<file path="src/logic/aif_dsp_pkg.sv">
// Constants for the audio path control block: register indices, fields,
// reset values and filter constants. Assumes a 32-bit AHB-Lite register bus.
package aif_dsp_pkg;
  // Register indices; byte address is four times the index
  localparam logic [10:0] IDX_VOL_LEFT   = 11'h400;
  localparam logic [10:0] IDX_VOL_RIGHT  = 11'h401;
  localparam logic [10:0] IDX_FILTER     = 11'h410;
  localparam logic [10:0] IDX_ONE_GAINS1 = 11'h480;
  localparam logic [10:0] IDX_ONE_GAINS2 = 11'h481;
  localparam logic [10:0] IDX_ONE_COEF   = 11'h482;
  localparam logic [10:0] IDX_ONE_SPACE  = 11'h421;
  localparam logic [10:0] IDX_TWO_SPACE  = 11'h521;
  localparam logic [10:0] IDX_TWO_GAINS1 = 11'h580;
  localparam logic [10:0] IDX_TWO_GAINS2 = 11'h581;
  localparam logic [10:0] IDX_TWO_COEF   = 11'h582;
  localparam logic [10:0] IDX_MODE       = 11'h600;
  localparam int          COEF_WORDS     = 19;
  // Field positions
  localparam int B1_LSB = 11;
  localparam int B2_LSB = 6;
  localparam int B3_LSB = 1;
  localparam int EQ_ON_BIT = 0;
  localparam int LOW_TYPE_BIT = 0;
  localparam int DEPTH_LSB = 9;
  localparam int SPACE_ON_BIT = 8;
  localparam int COMMIT_BIT = 8;
  localparam int HPF_L_BIT = 12;
  localparam int HPF_R_BIT = 11;
  localparam int CORNER_LSB = 13;
  localparam int ULTRA_BIT = 0;
  localparam int COEF_MODE_BIT = 1;
  // Reset values and codes
  localparam logic [4:0] BAND_ZERO_DB = 5'h0c;
  localparam logic [4:0] BAND_MAX     = 5'h18;
  localparam logic [7:0] VOL_ZERO_DB  = 8'hc0;
  localparam logic [7:0] VOL_TOP      = 8'hef;
  localparam logic [7:0] VOL_MUTE     = 8'h00;
  localparam logic [8:0] VOL_UNITY    = 9'h0c0;
  localparam logic [15:0] GAINS1_RST  = 16'h6318;
  localparam logic [15:0] GAINS2_RST  = 16'h6300;
  // High-pass leak shifts per corner code
  localparam logic [3:0] HPF_SHIFT_HIFI = 4'hc;
  localparam logic [3:0] HPF_SHIFT_V1   = 4'h5;
  localparam logic [3:0] HPF_SHIFT_V2   = 4'h4;
  localparam logic [3:0] HPF_SHIFT_V3   = 4'h3;
  localparam int MANT_FRAC = 15;
  localparam int HTRANS_NONSEQ = 2;
endpackage

</file>
<file path="src/logic/aif_eq_3d_volume_hpf.sv">
// Audio path control: equaliser and spatial settings for two playback
// ports, record volume with paired commit and DC high-pass for the record path.
// Assumes an AHB-Lite master, record samples synchronous to clock.
// Functional notes
// - Band gain 5-bit code, -12..+12 dB, 0Ch is 0 dB, above 18h reserved.
// - Band 1/2/3 at 15:11,10:6,5:1; bands 4/5 at 15:11,10:6; reset 0Ch.
// - Bit 0 of second gain register picks shelving or peak low band.
// - Coefficient mode reads band shapes from per-port coefficient registers.
// - Enable and band gains act identically in coefficient mode.
// - Spatial depth 5-bit at 13:9; zero means off.
// - Spatial effect applies only while bit 8 set; resets off per port.
// - Ultrasonic mode bypasses record volume and high-pass filter.
// - Volume code: 0 mutes, 0.375 dB steps about C0h, saturates above EFh.
// - Volume writes stay pending until commit bit written as one.
// - Commit bit 8 in both volume registers updates both; reads zero.
// - Volume 8-bit at 7:0, resets C0h.
// - Left and right high-pass each have an own enable.
// - Left enable bit 12, right bit 11, both reset off.
// - Corner field 14:13 picks hi-fi or three voice corners, resets 00.
// - Corner scales with sample rate; same coefficients at every rate.
// - Each port's equaliser runs on its own sample rate settings.
// - Equaliser applies only while bit 0 of first gain register set.
`timescale 1ns/100ps
module aif_eq_3d_volume_hpf
  import aif_dsp_pkg::*;
(
  input  wire logic               clock,        // 125 MHz clock
  input  wire logic               rst,          // Sync reset, high
  input  wire logic               ce,           // Clock enable
  input  wire logic               hsel,         // AHB select
  input  wire logic [31:0]        haddr,        // AHB address
  input  wire logic [1:0]         htrans,       // AHB transfer type
  input  wire logic               hwrite,       // AHB write
  input  wire logic [2:0]         hsize,        // AHB size
  input  wire logic [31:0]        hwdata,       // AHB write data
  input  wire logic               hready,       // AHB ready in
  output logic                    hreadyout,    // AHB ready out
  output logic [31:0]             hrdata,       // AHB read data
  output logic                    hresp,        // AHB response, OKAY
  input  wire logic signed [23:0] recLeftIn,    // Record left sample
  input  wire logic signed [23:0] recRightIn,   // Record right sample
  input  wire logic               recValid,     // Sample strobe
  output logic signed [23:0]      recLeftOut,   // Processed left
  output logic signed [23:0]      recRightOut,  // Processed right
  output logic                    recOutValid,  // Output strobe
  output logic [31:0]             portOneEq,    // Port one EQ settings
  output logic [31:0]             portTwoEq,    // Port two EQ settings
  output logic [5:0]              portOneSpace, // Port one spatial
  output logic [5:0]              portTwoSpace, // Port two spatial
  output logic                    portOneCoefOn,// Port one coefficient mode
  output logic                    portTwoCoefOn,// Port two coefficient mode
  input  wire logic               coefPort,     // Coefficient read port
  input  wire logic [4:0]         coefSel,      // Coefficient word index
  output logic [15:0]             coefData      // Coefficient word
);

  // 2^(f/16) in Q1.15
  function automatic logic [16:0] mant(input logic [3:0] f);
    unique case (f)
      4'h0: mant = 17'd32768;
      4'h1: mant = 17'd34219;
      4'h2: mant = 17'd35734;
      4'h3: mant = 17'd37316;
      4'h4: mant = 17'd38968;
      4'h5: mant = 17'd40693;
      4'h6: mant = 17'd42495;
      4'h7: mant = 17'd44376;
      4'h8: mant = 17'd46341;
      4'h9: mant = 17'd48393;
      4'ha: mant = 17'd50535;
      4'hb: mant = 17'd52773;
      4'hc: mant = 17'd55109;
      4'hd: mant = 17'd57549;
      4'he: mant = 17'd60097;
      4'hf: mant = 17'd62757;
    endcase
  endfunction

  // Gain of 0.375 dB per code step about unity, clamp and mute
  function automatic logic signed [23:0] vol_apply(
    input logic signed [23:0] x, input logic [7:0] code);
    logic [7:0] c;
    logic signed [8:0] e;
    logic signed [4:0] ex;
    logic signed [47:0] p;
    c = (code > VOL_TOP) ? VOL_TOP : code;
    e = $signed({1'b0, c}) - $signed(VOL_UNITY);
    ex = 5'(e >>> 4);
    p = 48'(x) * $signed({1'b0, mant(e[3:0])});
    p = p >>> MANT_FRAC;
    if (ex < 0)
      p = p >>> (-ex);
    else
      p = p <<< ex;
    if (code == VOL_MUTE)
      vol_apply = '0;
    else if (p > 48'sh7fffff)
      vol_apply = 24'sh7fffff;
    else if (p < -48'sh800000)
      vol_apply = -24'sh800000;
    else
      vol_apply = p[23:0];
  endfunction

  // Clamp reserved band codes to the top gain
  function automatic logic [4:0] band(input logic [15:0] r, input int lsb);
    band = (r[lsb +: 5] > BAND_MAX) ? BAND_MAX : r[lsb +: 5];
  endfunction

  function automatic logic [3:0] hpf_shift(input logic [1:0] cut);
    unique case (cut)
      2'b00: hpf_shift = HPF_SHIFT_HIFI;
      2'b01: hpf_shift = HPF_SHIFT_V1;
      2'b10: hpf_shift = HPF_SHIFT_V2;
      2'b11: hpf_shift = HPF_SHIFT_V3;
    endcase
  endfunction

  logic [15:0] oneGains1_reg, oneGains2_reg, twoGains1_reg, twoGains2_reg;
  logic [15:0] oneSpace_reg, twoSpace_reg, filter_reg, mode_reg;
  logic [7:0]  pendLeft_reg, pendRight_reg, actLeft_reg, actRight_reg;
  logic        commitReq_reg;
  logic [15:0] coefMem [2][COEF_WORDS];
  logic        wrPend_reg;
  logic [10:0] wrIdx_reg;
  logic        rdPend_reg;
  logic [10:0] rdIdx_reg;
  logic        accept;
  logic [15:0] wd;
  logic signed [24:0] xPrevL_reg, xPrevR_reg, yL_reg, yR_reg;
  logic signed [24:0] yL_next, yR_next;
  logic signed [23:0] hpL, hpR;
  logic [3:0]  sh;

  assign accept = hsel & hready & htrans[1];
  assign wd = hwdata[15:0];

  // Capture address phase; reads take one wait state so data is a flop
  always_ff @(posedge clock)
  begin
    if (rst)
    begin
      wrPend_reg <= 1'b0;
      rdPend_reg <= 1'b0;
      wrIdx_reg <= '0;
      rdIdx_reg <= '0;
      hreadyout <= 1'b1;
      hresp <= 1'b0;
    end
    else if (ce)
    begin
      wrPend_reg <= accept & hwrite;
      rdPend_reg <= accept & ~hwrite;
      if (accept)
      begin
        wrIdx_reg <= haddr[12:2];
        rdIdx_reg <= haddr[12:2];
      end
      hreadyout <= ~(accept & ~hwrite);
    end
  end

  // Read mux; unmapped reads return zero
  always_ff @(posedge clock)
  begin
    if (rst)
      hrdata <= '0;
    else if (ce && rdPend_reg)
    begin
      hrdata <= '0;
      if (rdIdx_reg == IDX_VOL_LEFT)
        hrdata[7:0] <= pendLeft_reg;
      else if (rdIdx_reg == IDX_VOL_RIGHT)
        hrdata[7:0] <= pendRight_reg;
      else if (rdIdx_reg == IDX_FILTER)
        hrdata[15:0] <= filter_reg;
      else if (rdIdx_reg == IDX_ONE_GAINS1)
        hrdata[15:0] <= oneGains1_reg;
      else if (rdIdx_reg == IDX_ONE_GAINS2)
        hrdata[15:0] <= oneGains2_reg;
      else if (rdIdx_reg == IDX_TWO_GAINS1)
        hrdata[15:0] <= twoGains1_reg;
      else if (rdIdx_reg == IDX_TWO_GAINS2)
        hrdata[15:0] <= twoGains2_reg;
      else if (rdIdx_reg == IDX_ONE_SPACE)
        hrdata[15:0] <= oneSpace_reg;
      else if (rdIdx_reg == IDX_TWO_SPACE)
        hrdata[15:0] <= twoSpace_reg;
      else if (rdIdx_reg == IDX_MODE)
        hrdata[15:0] <= mode_reg;
      else if (rdIdx_reg >= IDX_ONE_COEF &&
               rdIdx_reg < IDX_ONE_COEF + 11'(COEF_WORDS))
        hrdata[15:0] <= coefMem[0][5'(rdIdx_reg - IDX_ONE_COEF)];
      else if (rdIdx_reg >= IDX_TWO_COEF &&
               rdIdx_reg < IDX_TWO_COEF + 11'(COEF_WORDS))
        hrdata[15:0] <= coefMem[1][5'(rdIdx_reg - IDX_TWO_COEF)];
    end
  end

  // Control registers written in the data phase
  always_ff @(posedge clock)
  begin
    if (rst)
    begin
      oneGains1_reg <= GAINS1_RST;
      oneGains2_reg <= GAINS2_RST;
      twoGains1_reg <= GAINS1_RST;
      twoGains2_reg <= GAINS2_RST;
      oneSpace_reg <= '0;
      twoSpace_reg <= '0;
      filter_reg <= '0;
      mode_reg <= '0;
    end
    else if (ce && wrPend_reg)
    begin
      if (wrIdx_reg == IDX_ONE_GAINS1)
        oneGains1_reg <= wd;
      if (wrIdx_reg == IDX_ONE_GAINS2)
        oneGains2_reg <= {wd[15:6], 5'h00, wd[LOW_TYPE_BIT]};
      if (wrIdx_reg == IDX_TWO_GAINS1)
        twoGains1_reg <= wd;
      if (wrIdx_reg == IDX_TWO_GAINS2)
        twoGains2_reg <= {wd[15:6], 5'h00, wd[LOW_TYPE_BIT]};
      if (wrIdx_reg == IDX_ONE_SPACE)
        oneSpace_reg <= {2'b00, wd[13:8], 8'h00};
      if (wrIdx_reg == IDX_TWO_SPACE)
        twoSpace_reg <= {2'b00, wd[13:8], 8'h00};
      if (wrIdx_reg == IDX_FILTER)
        filter_reg <= {1'b0, wd[14:11], 11'h000};
      if (wrIdx_reg == IDX_MODE)
        mode_reg <= {14'h0000, wd[1:0]};
    end
  end

  // Coefficient words per port, no reset needed
  always_ff @(posedge clock)
  begin
    if (ce && wrPend_reg)
    begin
      if (wrIdx_reg >= IDX_ONE_COEF && wrIdx_reg < IDX_ONE_COEF + 11'(COEF_WORDS))
        coefMem[0][5'(wrIdx_reg - IDX_ONE_COEF)] <= wd;
      if (wrIdx_reg >= IDX_TWO_COEF && wrIdx_reg < IDX_TWO_COEF + 11'(COEF_WORDS))
        coefMem[1][5'(wrIdx_reg - IDX_TWO_COEF)] <= wd;
    end
  end

  // Coefficient read port toward the playback engine
  always_ff @(posedge clock)
  begin
    if (rst)
      coefData <= '0;
    else if (ce)
      coefData <= (coefSel < 5'(COEF_WORDS)) ? coefMem[coefPort][coefSel] : '0;
  end

  // Pending volumes and commit request; a new commit wins over the apply
  always_ff @(posedge clock)
  begin
    if (rst)
    begin
      pendLeft_reg <= VOL_ZERO_DB;
      pendRight_reg <= VOL_ZERO_DB;
      commitReq_reg <= 1'b0;
    end
    else if (ce)
    begin
      if (recValid)
        commitReq_reg <= 1'b0;
      if (wrPend_reg && (wrIdx_reg == IDX_VOL_LEFT || wrIdx_reg == IDX_VOL_RIGHT))
      begin
        if (wrIdx_reg == IDX_VOL_LEFT)
          pendLeft_reg <= wd[7:0];
        else
          pendRight_reg <= wd[7:0];
        if (wd[COMMIT_BIT])
          commitReq_reg <= 1'b1;
      end
    end
  end

  // Applied gains switch only on a sample strobe, both at once
  always_ff @(posedge clock)
  begin
    if (rst)
    begin
      actLeft_reg <= VOL_ZERO_DB;
      actRight_reg <= VOL_ZERO_DB;
    end
    else if (ce && recValid && commitReq_reg)
    begin
      actLeft_reg <= pendLeft_reg;
      actRight_reg <= pendRight_reg;
    end
  end

  // Leaky DC removal; leak is per sample so the corner tracks sample rate
  always_comb
  begin
    sh = hpf_shift(filter_reg[CORNER_LSB +: 2]);
    yL_next = 25'(recLeftIn) - xPrevL_reg + yL_reg - (yL_reg >>> sh);
    yR_next = 25'(recRightIn) - xPrevR_reg + yR_reg - (yR_reg >>> sh);
    hpL = filter_reg[HPF_L_BIT] ? yL_next[23:0] : recLeftIn;
    hpR = filter_reg[HPF_R_BIT] ? yR_next[23:0] : recRightIn;
  end

  // Filter history; cleared every cycle while off, so enabling starts clean
  always_ff @(posedge clock)
  begin
    if (rst)
    begin
      xPrevL_reg <= '0;
      xPrevR_reg <= '0;
      yL_reg <= '0;
      yR_reg <= '0;
    end
    else if (ce)
    begin
      if (!filter_reg[HPF_L_BIT] || recValid)
      begin
        xPrevL_reg <= filter_reg[HPF_L_BIT] ? 25'(recLeftIn) : '0;
        yL_reg <= filter_reg[HPF_L_BIT] ? yL_next : '0;
      end
      if (!filter_reg[HPF_R_BIT] || recValid)
      begin
        xPrevR_reg <= filter_reg[HPF_R_BIT] ? 25'(recRightIn) : '0;
        yR_reg <= filter_reg[HPF_R_BIT] ? yR_next : '0;
      end
    end
  end

  // Record output stage; ultrasonic mode passes samples untouched
  always_ff @(posedge clock)
  begin
    if (rst)
    begin
      recLeftOut <= '0;
      recRightOut <= '0;
      recOutValid <= 1'b0;
    end
    else if (ce)
    begin
      recOutValid <= recValid;
      if (recValid)
      begin
        if (mode_reg[ULTRA_BIT])
        begin
          recLeftOut <= recLeftIn;
          recRightOut <= recRightIn;
        end
        else
        begin
          recLeftOut <= vol_apply(hpL, commitReq_reg ? pendLeft_reg : actLeft_reg);
          recRightOut <= vol_apply(hpR, commitReq_reg ? pendRight_reg : actRight_reg);
        end
      end
    end
  end

  // Playback settings; each port's engine runs at its own rate
  always_ff @(posedge clock)
  begin
    if (rst)
    begin
      portOneEq <= '0;
      portTwoEq <= '0;
      portOneSpace <= '0;
      portTwoSpace <= '0;
      portOneCoefOn <= 1'b0;
      portTwoCoefOn <= 1'b0;
    end
    else if (ce)
    begin
      // Fields: on, lowtype, b5..b1
      portOneEq <= {5'h00, oneGains1_reg[EQ_ON_BIT], oneGains2_reg[LOW_TYPE_BIT],
                    band(oneGains2_reg, B2_LSB), band(oneGains2_reg, B1_LSB),
                    band(oneGains1_reg, B3_LSB), band(oneGains1_reg, B2_LSB),
                    band(oneGains1_reg, B1_LSB)};
      portTwoEq <= {5'h00, twoGains1_reg[EQ_ON_BIT], twoGains2_reg[LOW_TYPE_BIT],
                    band(twoGains2_reg, B2_LSB), band(twoGains2_reg, B1_LSB),
                    band(twoGains1_reg, B3_LSB), band(twoGains1_reg, B2_LSB),
                    band(twoGains1_reg, B1_LSB)};
      // Depth forced to zero (off) while disabled
      portOneSpace <= {oneSpace_reg[SPACE_ON_BIT],
                       oneSpace_reg[SPACE_ON_BIT] ? oneSpace_reg[DEPTH_LSB +: 5] : 5'h00};
      portTwoSpace <= {twoSpace_reg[SPACE_ON_BIT],
                       twoSpace_reg[SPACE_ON_BIT] ? twoSpace_reg[DEPTH_LSB +: 5] : 5'h00};
      portOneCoefOn <= mode_reg[COEF_MODE_BIT] & oneGains1_reg[EQ_ON_BIT];
      portTwoCoefOn <= mode_reg[COEF_MODE_BIT] & twoGains1_reg[EQ_ON_BIT];
    end
  end

endmodule

</file>
<file path="config.mk">
export PLATFORM = sky130hd
export DESIGN_NAME = aif_eq_3d_volume_hpf
export DESIGN_NICKNAME = d
export VERILOG_FILES = /design/src/logic/aif_dsp_pkg.sv /design/src/logic/aif_eq_3d_volume_hpf.sv
export SDC_FILE = /design/constraint.sdc
export NUM_CORES = 2
export LEC_CHECK = 0
export BUFFER_PORTS_ARGS = -buffer_cell sky130_fd_sc_hd__clkbuf_2
export CAP_MARGIN = 15
export CORE_MARGIN = 4
export CORE_UTILIZATION = 55
export DETAILED_ROUTE_END_ITERATION = 7
export PLACE_DENSITY_LB_ADDON = 0.15
export SLEW_MARGIN = 20
export SYNTH_ARGS = -nofsm -noshare
export SYNTH_HDL_FRONTEND = slang
export SYNTH_SLANG_ARGS = --single-unit
</file>
<file path="constraint.sdc">
create_clock -name clock -period 22.8 [get_ports clock]
set_input_delay 2.28 -clock clock [delete_from_list [all_inputs] [get_ports clock]]
set_output_delay 2.28 -clock clock [all_outputs]
set_load 0.01 [all_outputs]
</file>
# Word-level counts from Yosys, hierarchy flattened
# Memories as Yosys holds them, arrays and structs flattened.
# Cells that the tools add are included.
# totals
in_bits	130
romBits	480
ram_bits	608
ff_bits	368
elab_cells	229
output_inout_bits	177
n_memories	3
# memory_table
name	words	width	read_ports	rd_clocked_by_memory_dff	write_ports	line	text
coefMem	2	304	3	0	1	aif_eq_3d_volume_hpf.sv:123	logic [15:0] coefMem [2][COEF_WORDS];
(no name shown)	16	15	1	0	0	aif_eq_3d_volume_hpf.sv:59	unique case (f)
(no name shown)	16	15	1	0	0	aif_eq_3d_volume_hpf.sv:59	
# op_classes
shifts	6
n_mux	89
n_lt_le_gt_ge	28
multipliers	2
bitwise	12
n_reduce_logical	32
n_eq_ne	13
n_addsub	12
# ops
op	n
$mux 304	4
$mux 48	10
$mux 16	19
$reduce_or 304->1	1
$bmux 16 s5	3
$mux 24	10
$demux 16 s5	2
$mux 17	8
$eq 11x11->1 const B	10
$mux 25	4
$gt 48x24->1 const B	2
$lt 48x24->1 const B	2
$sshl 27x5->48	2
$sshr 27x5->48	2
$mul 24x18->42	2
$mux 8	8
$mux 5	12
$add 25x25->25	2
$gt 5x5->1 const B	10
$sshr 25x4->25	2
$sub 24x25->25	2
$sub 25x25->25	2
$reduce_and 2->1	12
$ge 11x11->1 const B	2
22 further kinds	61

# Longest topological paths before layout
# An unclocked memory read counts as a cell.
# depth
ltp_word	21
ltp_mapped	56
ltp_nobuf	50

# Least setup slack after synthesis
# No wires, ideal clock.
# synth_path
path_kind	input to register
start	in recRightIn[0]
end	reg recRightOut[10]
cell_stages	50
arrival_ps	13717
required_time_ps	22727
setup_ps	73
path_slack_ps	9009
path_buffers	5
cell_sequence	inv_1 fa_1 inv_1 fa_1 ha_1 a21o_1 a21o_1 a21oi_1 o21bai_1 a21oi_1 o21ai_0 o41ai_1 o2111ai_1 o211a_1 a211o_1 a31oi_1 o21ai_0 xor2_1 [... 14 more ...] inv_1 fa_1 ha_1 clkbuf_1 nand2_1 nor3_1 o2111ai_2 and3_4 or3_4 a21o_1 a221o_1 or4_1 o41ai_2 o2111ai_1 o21ai_1 nand2_2 buf_6 o211ai_2
# synth_between
elab_chain_len	16
elab_cells_between_ends	18
cone_classes	add/sub: 3; mul: 1; order compare: 2; shift: 2; mux: 10
# synth_lines
item	line	text
from (decl)	aif_eq_3d_volume_hpf.sv:41	input wire logic signed [23:0] recRightIn,
$sub 24x25->25	aif_eq_3d_volume_hpf.sv:301	yR_next = 25'(recRightIn) - xPrevR_reg + yR_reg - (yR_reg >>> sh);
$add 25x25->25	aif_eq_3d_volume_hpf.sv:301	
$sub 25x25->25	aif_eq_3d_volume_hpf.sv:301	
$mux 24 (*)	aif_eq_3d_volume_hpf.sv:303	hpR = filter_reg[HPF_R_BIT] ? yR_next[23:0] : recRightIn;
$mul 24x18->42 (*)	aif_eq_3d_volume_hpf.sv:89	p = 48'(x) * $signed({1'b0, mant(e[3:0])});
$sshl 27x5->48 or $sshr 27x5->48 (tied branches)	aif_eq_3d_volume_hpf.sv:94, aif_eq_3d_volume_hpf.sv:92	
$mux 48 (*)	aif_eq_3d_volume_hpf.sv:91	if (ex < 0)
$mux 48 (*)	aif_eq_3d_volume_hpf.sv:345	if (mode_reg[ULTRA_BIT])
$mux 48 (*)	aif_eq_3d_volume_hpf.sv:343	if (recValid)
$mux 48 (*)	aif_eq_3d_volume_hpf.sv:340	else if (ce)
$mux 48 (*)	aif_eq_3d_volume_hpf.sv:334	if (rst)
$lt 48x24->1	aif_eq_3d_volume_hpf.sv:99	else if (p < -48'sh800000)
$mux 24	aif_eq_3d_volume_hpf.sv:99	
$mux 24 (*)	aif_eq_3d_volume_hpf.sv:97	else if (p > 48'sh7fffff)
$mux 24 (*)	aif_eq_3d_volume_hpf.sv:95	if (code == VOL_MUTE)
$mux 24 (*)	aif_eq_3d_volume_hpf.sv:345	
to (signal assigned)	aif_eq_3d_volume_hpf.sv:348	recRightOut <= recRightIn;
to (signal assigned)	aif_eq_3d_volume_hpf.sv:353	recRightOut <= vol_apply(hpR, commitReq_reg ? pendRight_reg : actRight_reg);
to (decl)	aif_eq_3d_volume_hpf.sv:44	output logic signed [23:0] recRightOut,
# Every way passes the cells marked *; elsewhere a longest branch is shown, timed or not. The select of a mux whose other input is x is not followed.
# A chain may end at the register's enable or synchronous reset.

# Worst setup path in the final report
# layout_path
start	in recRightIn[0]
end	reg recRightOut[7]
# The elaborated chain is that of the path after synthesis.

==> results by group <==
Run status
  • Run status: finished with violations
  • Violations in the final reports: DRC

Cells and area
  • Number of flip-flops under the largest register name: 608
  • Fraction of final layout cells with drive strength greater than 1: 12.6%
  • Most flops, register: coefMem
  • Syn-to-layout area delta: 9.01%
  • Number of nets in the finished design: between 9000 and 10000
  • Largest registers: coefMem x608, portOneEq x27, portTwoEq x27

Worst setup path
  • Crit Path Max Fanout: 15
  • Cell family with most CP delay: adder cells
  • Worst setup path class: in -> reg
  • RR Endpoint: recRightOut[7]
  • CP startpoint: recRightIn[0]
  • Setup slack of the worst register-to-register path: approximately 6400 ps
  • Number of cells on the critical path: between 40 and 50
  • Slowest cell on crit path: fa_1
  • Worst Reg-to-Reg Cells: 47
  • Type of element capturing the critical path: flip-flop
  • Buffers and inverters on the worst path: 7
  • CP arrival: 16990 ps
  • Critical path startpoint category: input pin
  • Launching point of the worst reg2reg path: filter_reg[13]
  • Most frequent cell on the critical path: fa_1
  • Required time worst endpoint: 23410 ps
  • Delay of the slowest critical-path stage: between 1000 and 1500 ps

STA
  • Worst Skew: between 70 and 80 ps
  • Final Slew Violations: 0
  • Total negative slack: 0 ps
  • Share of the clock period used by the worst path: between 70% and 80%
  • Final setup vio count: 0
  • Setup repair after global routing missed its margin: no
  • Worst rel slew slack: between 15 and 20%
  • Clock period minus worst slack: approximately 16000 ps
  • Timing-limited maximum frequency: 0.0610 GHz
  • Hold violation total from the final report: 0
  • Transition at the pin with the smallest max-transition slack: about 1200 ps

Synth
  • Seq/Total Area, Yosys: 30.2%
  • Proportion of register bits with asynchronous set or reset after synthesis: 0%
  • Synth cell count leaders: inv_1, nand2_1, nor2_1
  • Most used standard cell by instance count after synthesis: inv_1
  • Synthesized area divided by synthesized cell count: about 9.8 µm²
  • Synthesized netlist cell count: 8689
  • Cells taking the most area after synthesis: edfxtp_1, fa_1, dfxtp_1
  • Mapped cell area: about 85000 µm²
  • Portion of synthesized cell area occupied by the leading cell type: a little over a fifth
  • Synth area leader: edfxtp_1
  • Distinct cell type count of the synthesized netlist: just under 100
  • Flip-flop and latch count after synthesis: slightly below 1000
  • Most frequently used flop master after synthesis: edfxtp_1
  • Count of flip-flops with a built-in enable after synthesis: 608
  • Number of warnings printed during yosys synthesis: 0

Floorplanning
  • Horiz. Die Dim: approximately 400 µm
  • Initial core utilization: a little under three fifths
  • Total number of placement rows: ~140
  • Floorplan core area: ~150000 µm²
  • Overall die area: roughly 160000 µm²
  • Total I/O pin count: approximately 310
  • Height of the chip: 400 µm

CTS
  • Clock latency at the later pin of the worst-skew pair: between 700 and 800 ps
  • CTS max path bufs: 3
  • CTS resizes: 0
  • Level count of the clock H-tree: 3
  • CTS clk-pin slew, worst paths: around 60 ps
  • CTS tree: built
  • CTS Buf Count: 105
  • Post-CTS Hold Fix Bufs: 0
  • Cell at the root of the clock tree: clkbuf_16
  • Post-CTS setup-driven buffer insertion count: 0
  • Clock sink count: 974

Pwr
  • Leak Pwr: 38.0 nW
  • Worst IR Drop VDD: slightly above 0.00007 V
  • Cell area power density: roughly 47 nW/µm²
  • Final Power: 4.35 mW

Global routing
  • First-pass GRT wire length: between 400000 and 500000 µm
  • Global-route congestion overflow total: 0
  • Initial antenna violation count: 4
  • Vias in the first global route: slightly below 70000
  • Pin count of the biggest net entering global routing: approximately 100
  • GRT Total Usage: a little over a third

Placed design
  • HPWL after DPL: about 220000 µm
  • GP Congestion: approximately 1
  • Port Buffers: between 200 and 250

Drt
  • Length of routed wiring on met1: roughly 110000 µm
  • DRT antenna net count: 0
  • Routed wire per std cell: about 27 µm
  • Wirelength, routed: roughly 300000 µm
  • Met3 Routed Length: 37200 µm
  • Routed length on met2: ~130000 µm
  • DRC errors left: 6
  • Via total after detailed routing: around 70000
  • Top routing layer used: met5
  • Per-cell via count in the routed design: roughly 6.4
  • Initial DRC count: between 8000 and 9000
  • Number of search-and-repair iterations in the first detailed-routing pass: 8

Min path
  • Path category of the worst min-delay check: reg -> reg
  • Min-delay src: actRight_reg[0]
  • Endpoint, Worst Hold: actRight_reg[0]
  • Number of instances on the worst hold path: 2

Run
  • Reported max-cap violation count: 0
## metal layers
layer | vias up | global-route usage, %
li1 | 29800 | -
met1 | 34700 | 50.2
met2 | 4352 | 53.5
met3 | 768 | 10.3
met4 | 2 | 17.6
met5 | - | 0
## layout make-up
type,count,area [µm²]
antenna,1,2.50
clock buffer,131,2910
clock inverter,68,1110
fill,12900,60100
inverter,1237,4640
multi-input combinational,5979,52900
sequential,974,25600
tap,2030,2540
timing repair buffer,431,2700
## worst reg2reg max path, delay by kind of cell, from the launching register on
kind	cells	cell delay (ps)
AO/OA/AOI/OAI	19	5070
XOR/XNOR	2	1040
adder cells (fa/ha/maj)	10	5430
buffers and inverters	6	1080
flip-flops	1	780
multiplexers	1	620
AND/OR/NAND/NOR	9	2280
## worst max path at each step
stage / endpoint / slack (ps)
CTS: recRightOut[7] / 6820
global route: recRightOut[7] / 5660
finish: recRightOut[7] / 6410
detailed placement: recRightOut[7] / 6220
floorplan: recRightOut[10] / 9010
global placement: recRightOut[7] / 6440
## cells by family (layout without fill, tap and decap cells)
| logic type | Yosys count | in the layout | share of synthesized area [%] |
|---|---|---|---|
| and+or+nand+nor | 2515 | 2515 | 12.6 |
| buffers and inverters | 1762 | 1867 | 7.98 |
| AOI/OAI and AO/OA | 1611 | 1611 | 12.3 |
| adders and majority gates | 1110 | 1110 | 23.8 |
| DFF | 974 | 974 | 30.2 |
| muxes | 611 | 611 | 12.0 |
| xor gates and xnor gates | 105 | 105 | 1.09 |
| other | 1 | 28 | 0.00443 |
## cells in the final DEF (no fill, tap or decap), drive strengths merged, types with 17 or more instances in the layout
| master | count |
|---|---|
| mux2 | 32 |
| a22oi | 114 |
| nand3 | 172 |
| and3 | 38 |
| mux2i | 258 |
| or3 | 29 |
| a211oi | 76 |
| clkbuf | 361 |
| o22ai | 72 |
| nor2 | 861 |
| nor2b | 33 |
| nand2b | 47 |
| o21ai | 317 |
| nor3 | 128 |
| xnor2 | 65 |
| bufinv | 21 |
| nand4 | 46 |
| clkinv | 61 |
| conb | 27 |
| a31oi | 63 |
| ha | 278 |
| edfxtp | 608 |
| dfxtp | 366 |
| o221ai | 46 |
| or2 | 17 |
| a21o | 66 |
| o31ai | 28 |
| o21a | 34 |
| a21oi | 474 |
| nand2 | 1042 |
| o211ai | 71 |
| mux4 | 321 |
| fa | 832 |
| and2 | 51 |
| a221oi | 19 |
| inv | 1214 |
| buf | 201 |
| xor2 | 40 |
| a21boi | 37 |
## per-stage QoR
stage	util [%]	area (µm²)	setup WS, ps	hold slack [ps]	cells
after detailed placement	57.9	88300	6220	448	10600
after global routing	60.6	92400	5660	481	10900
after CTS	60.6	92300	6820	456	10800
after global placement	57.9	88300	6440	441	10600
after floorplan	-	84800	9010	434	8715
final	60.6	92400	6410	452	10900
## report_power, final
group	switching (mW)	internal (mW)
Sequential	0.0101	1.88
Combinational	0.339	0.163
Clock	0.794	1.16
Total	1.14	3.20
Note: power is estimated with default switching activity, not from simulation.
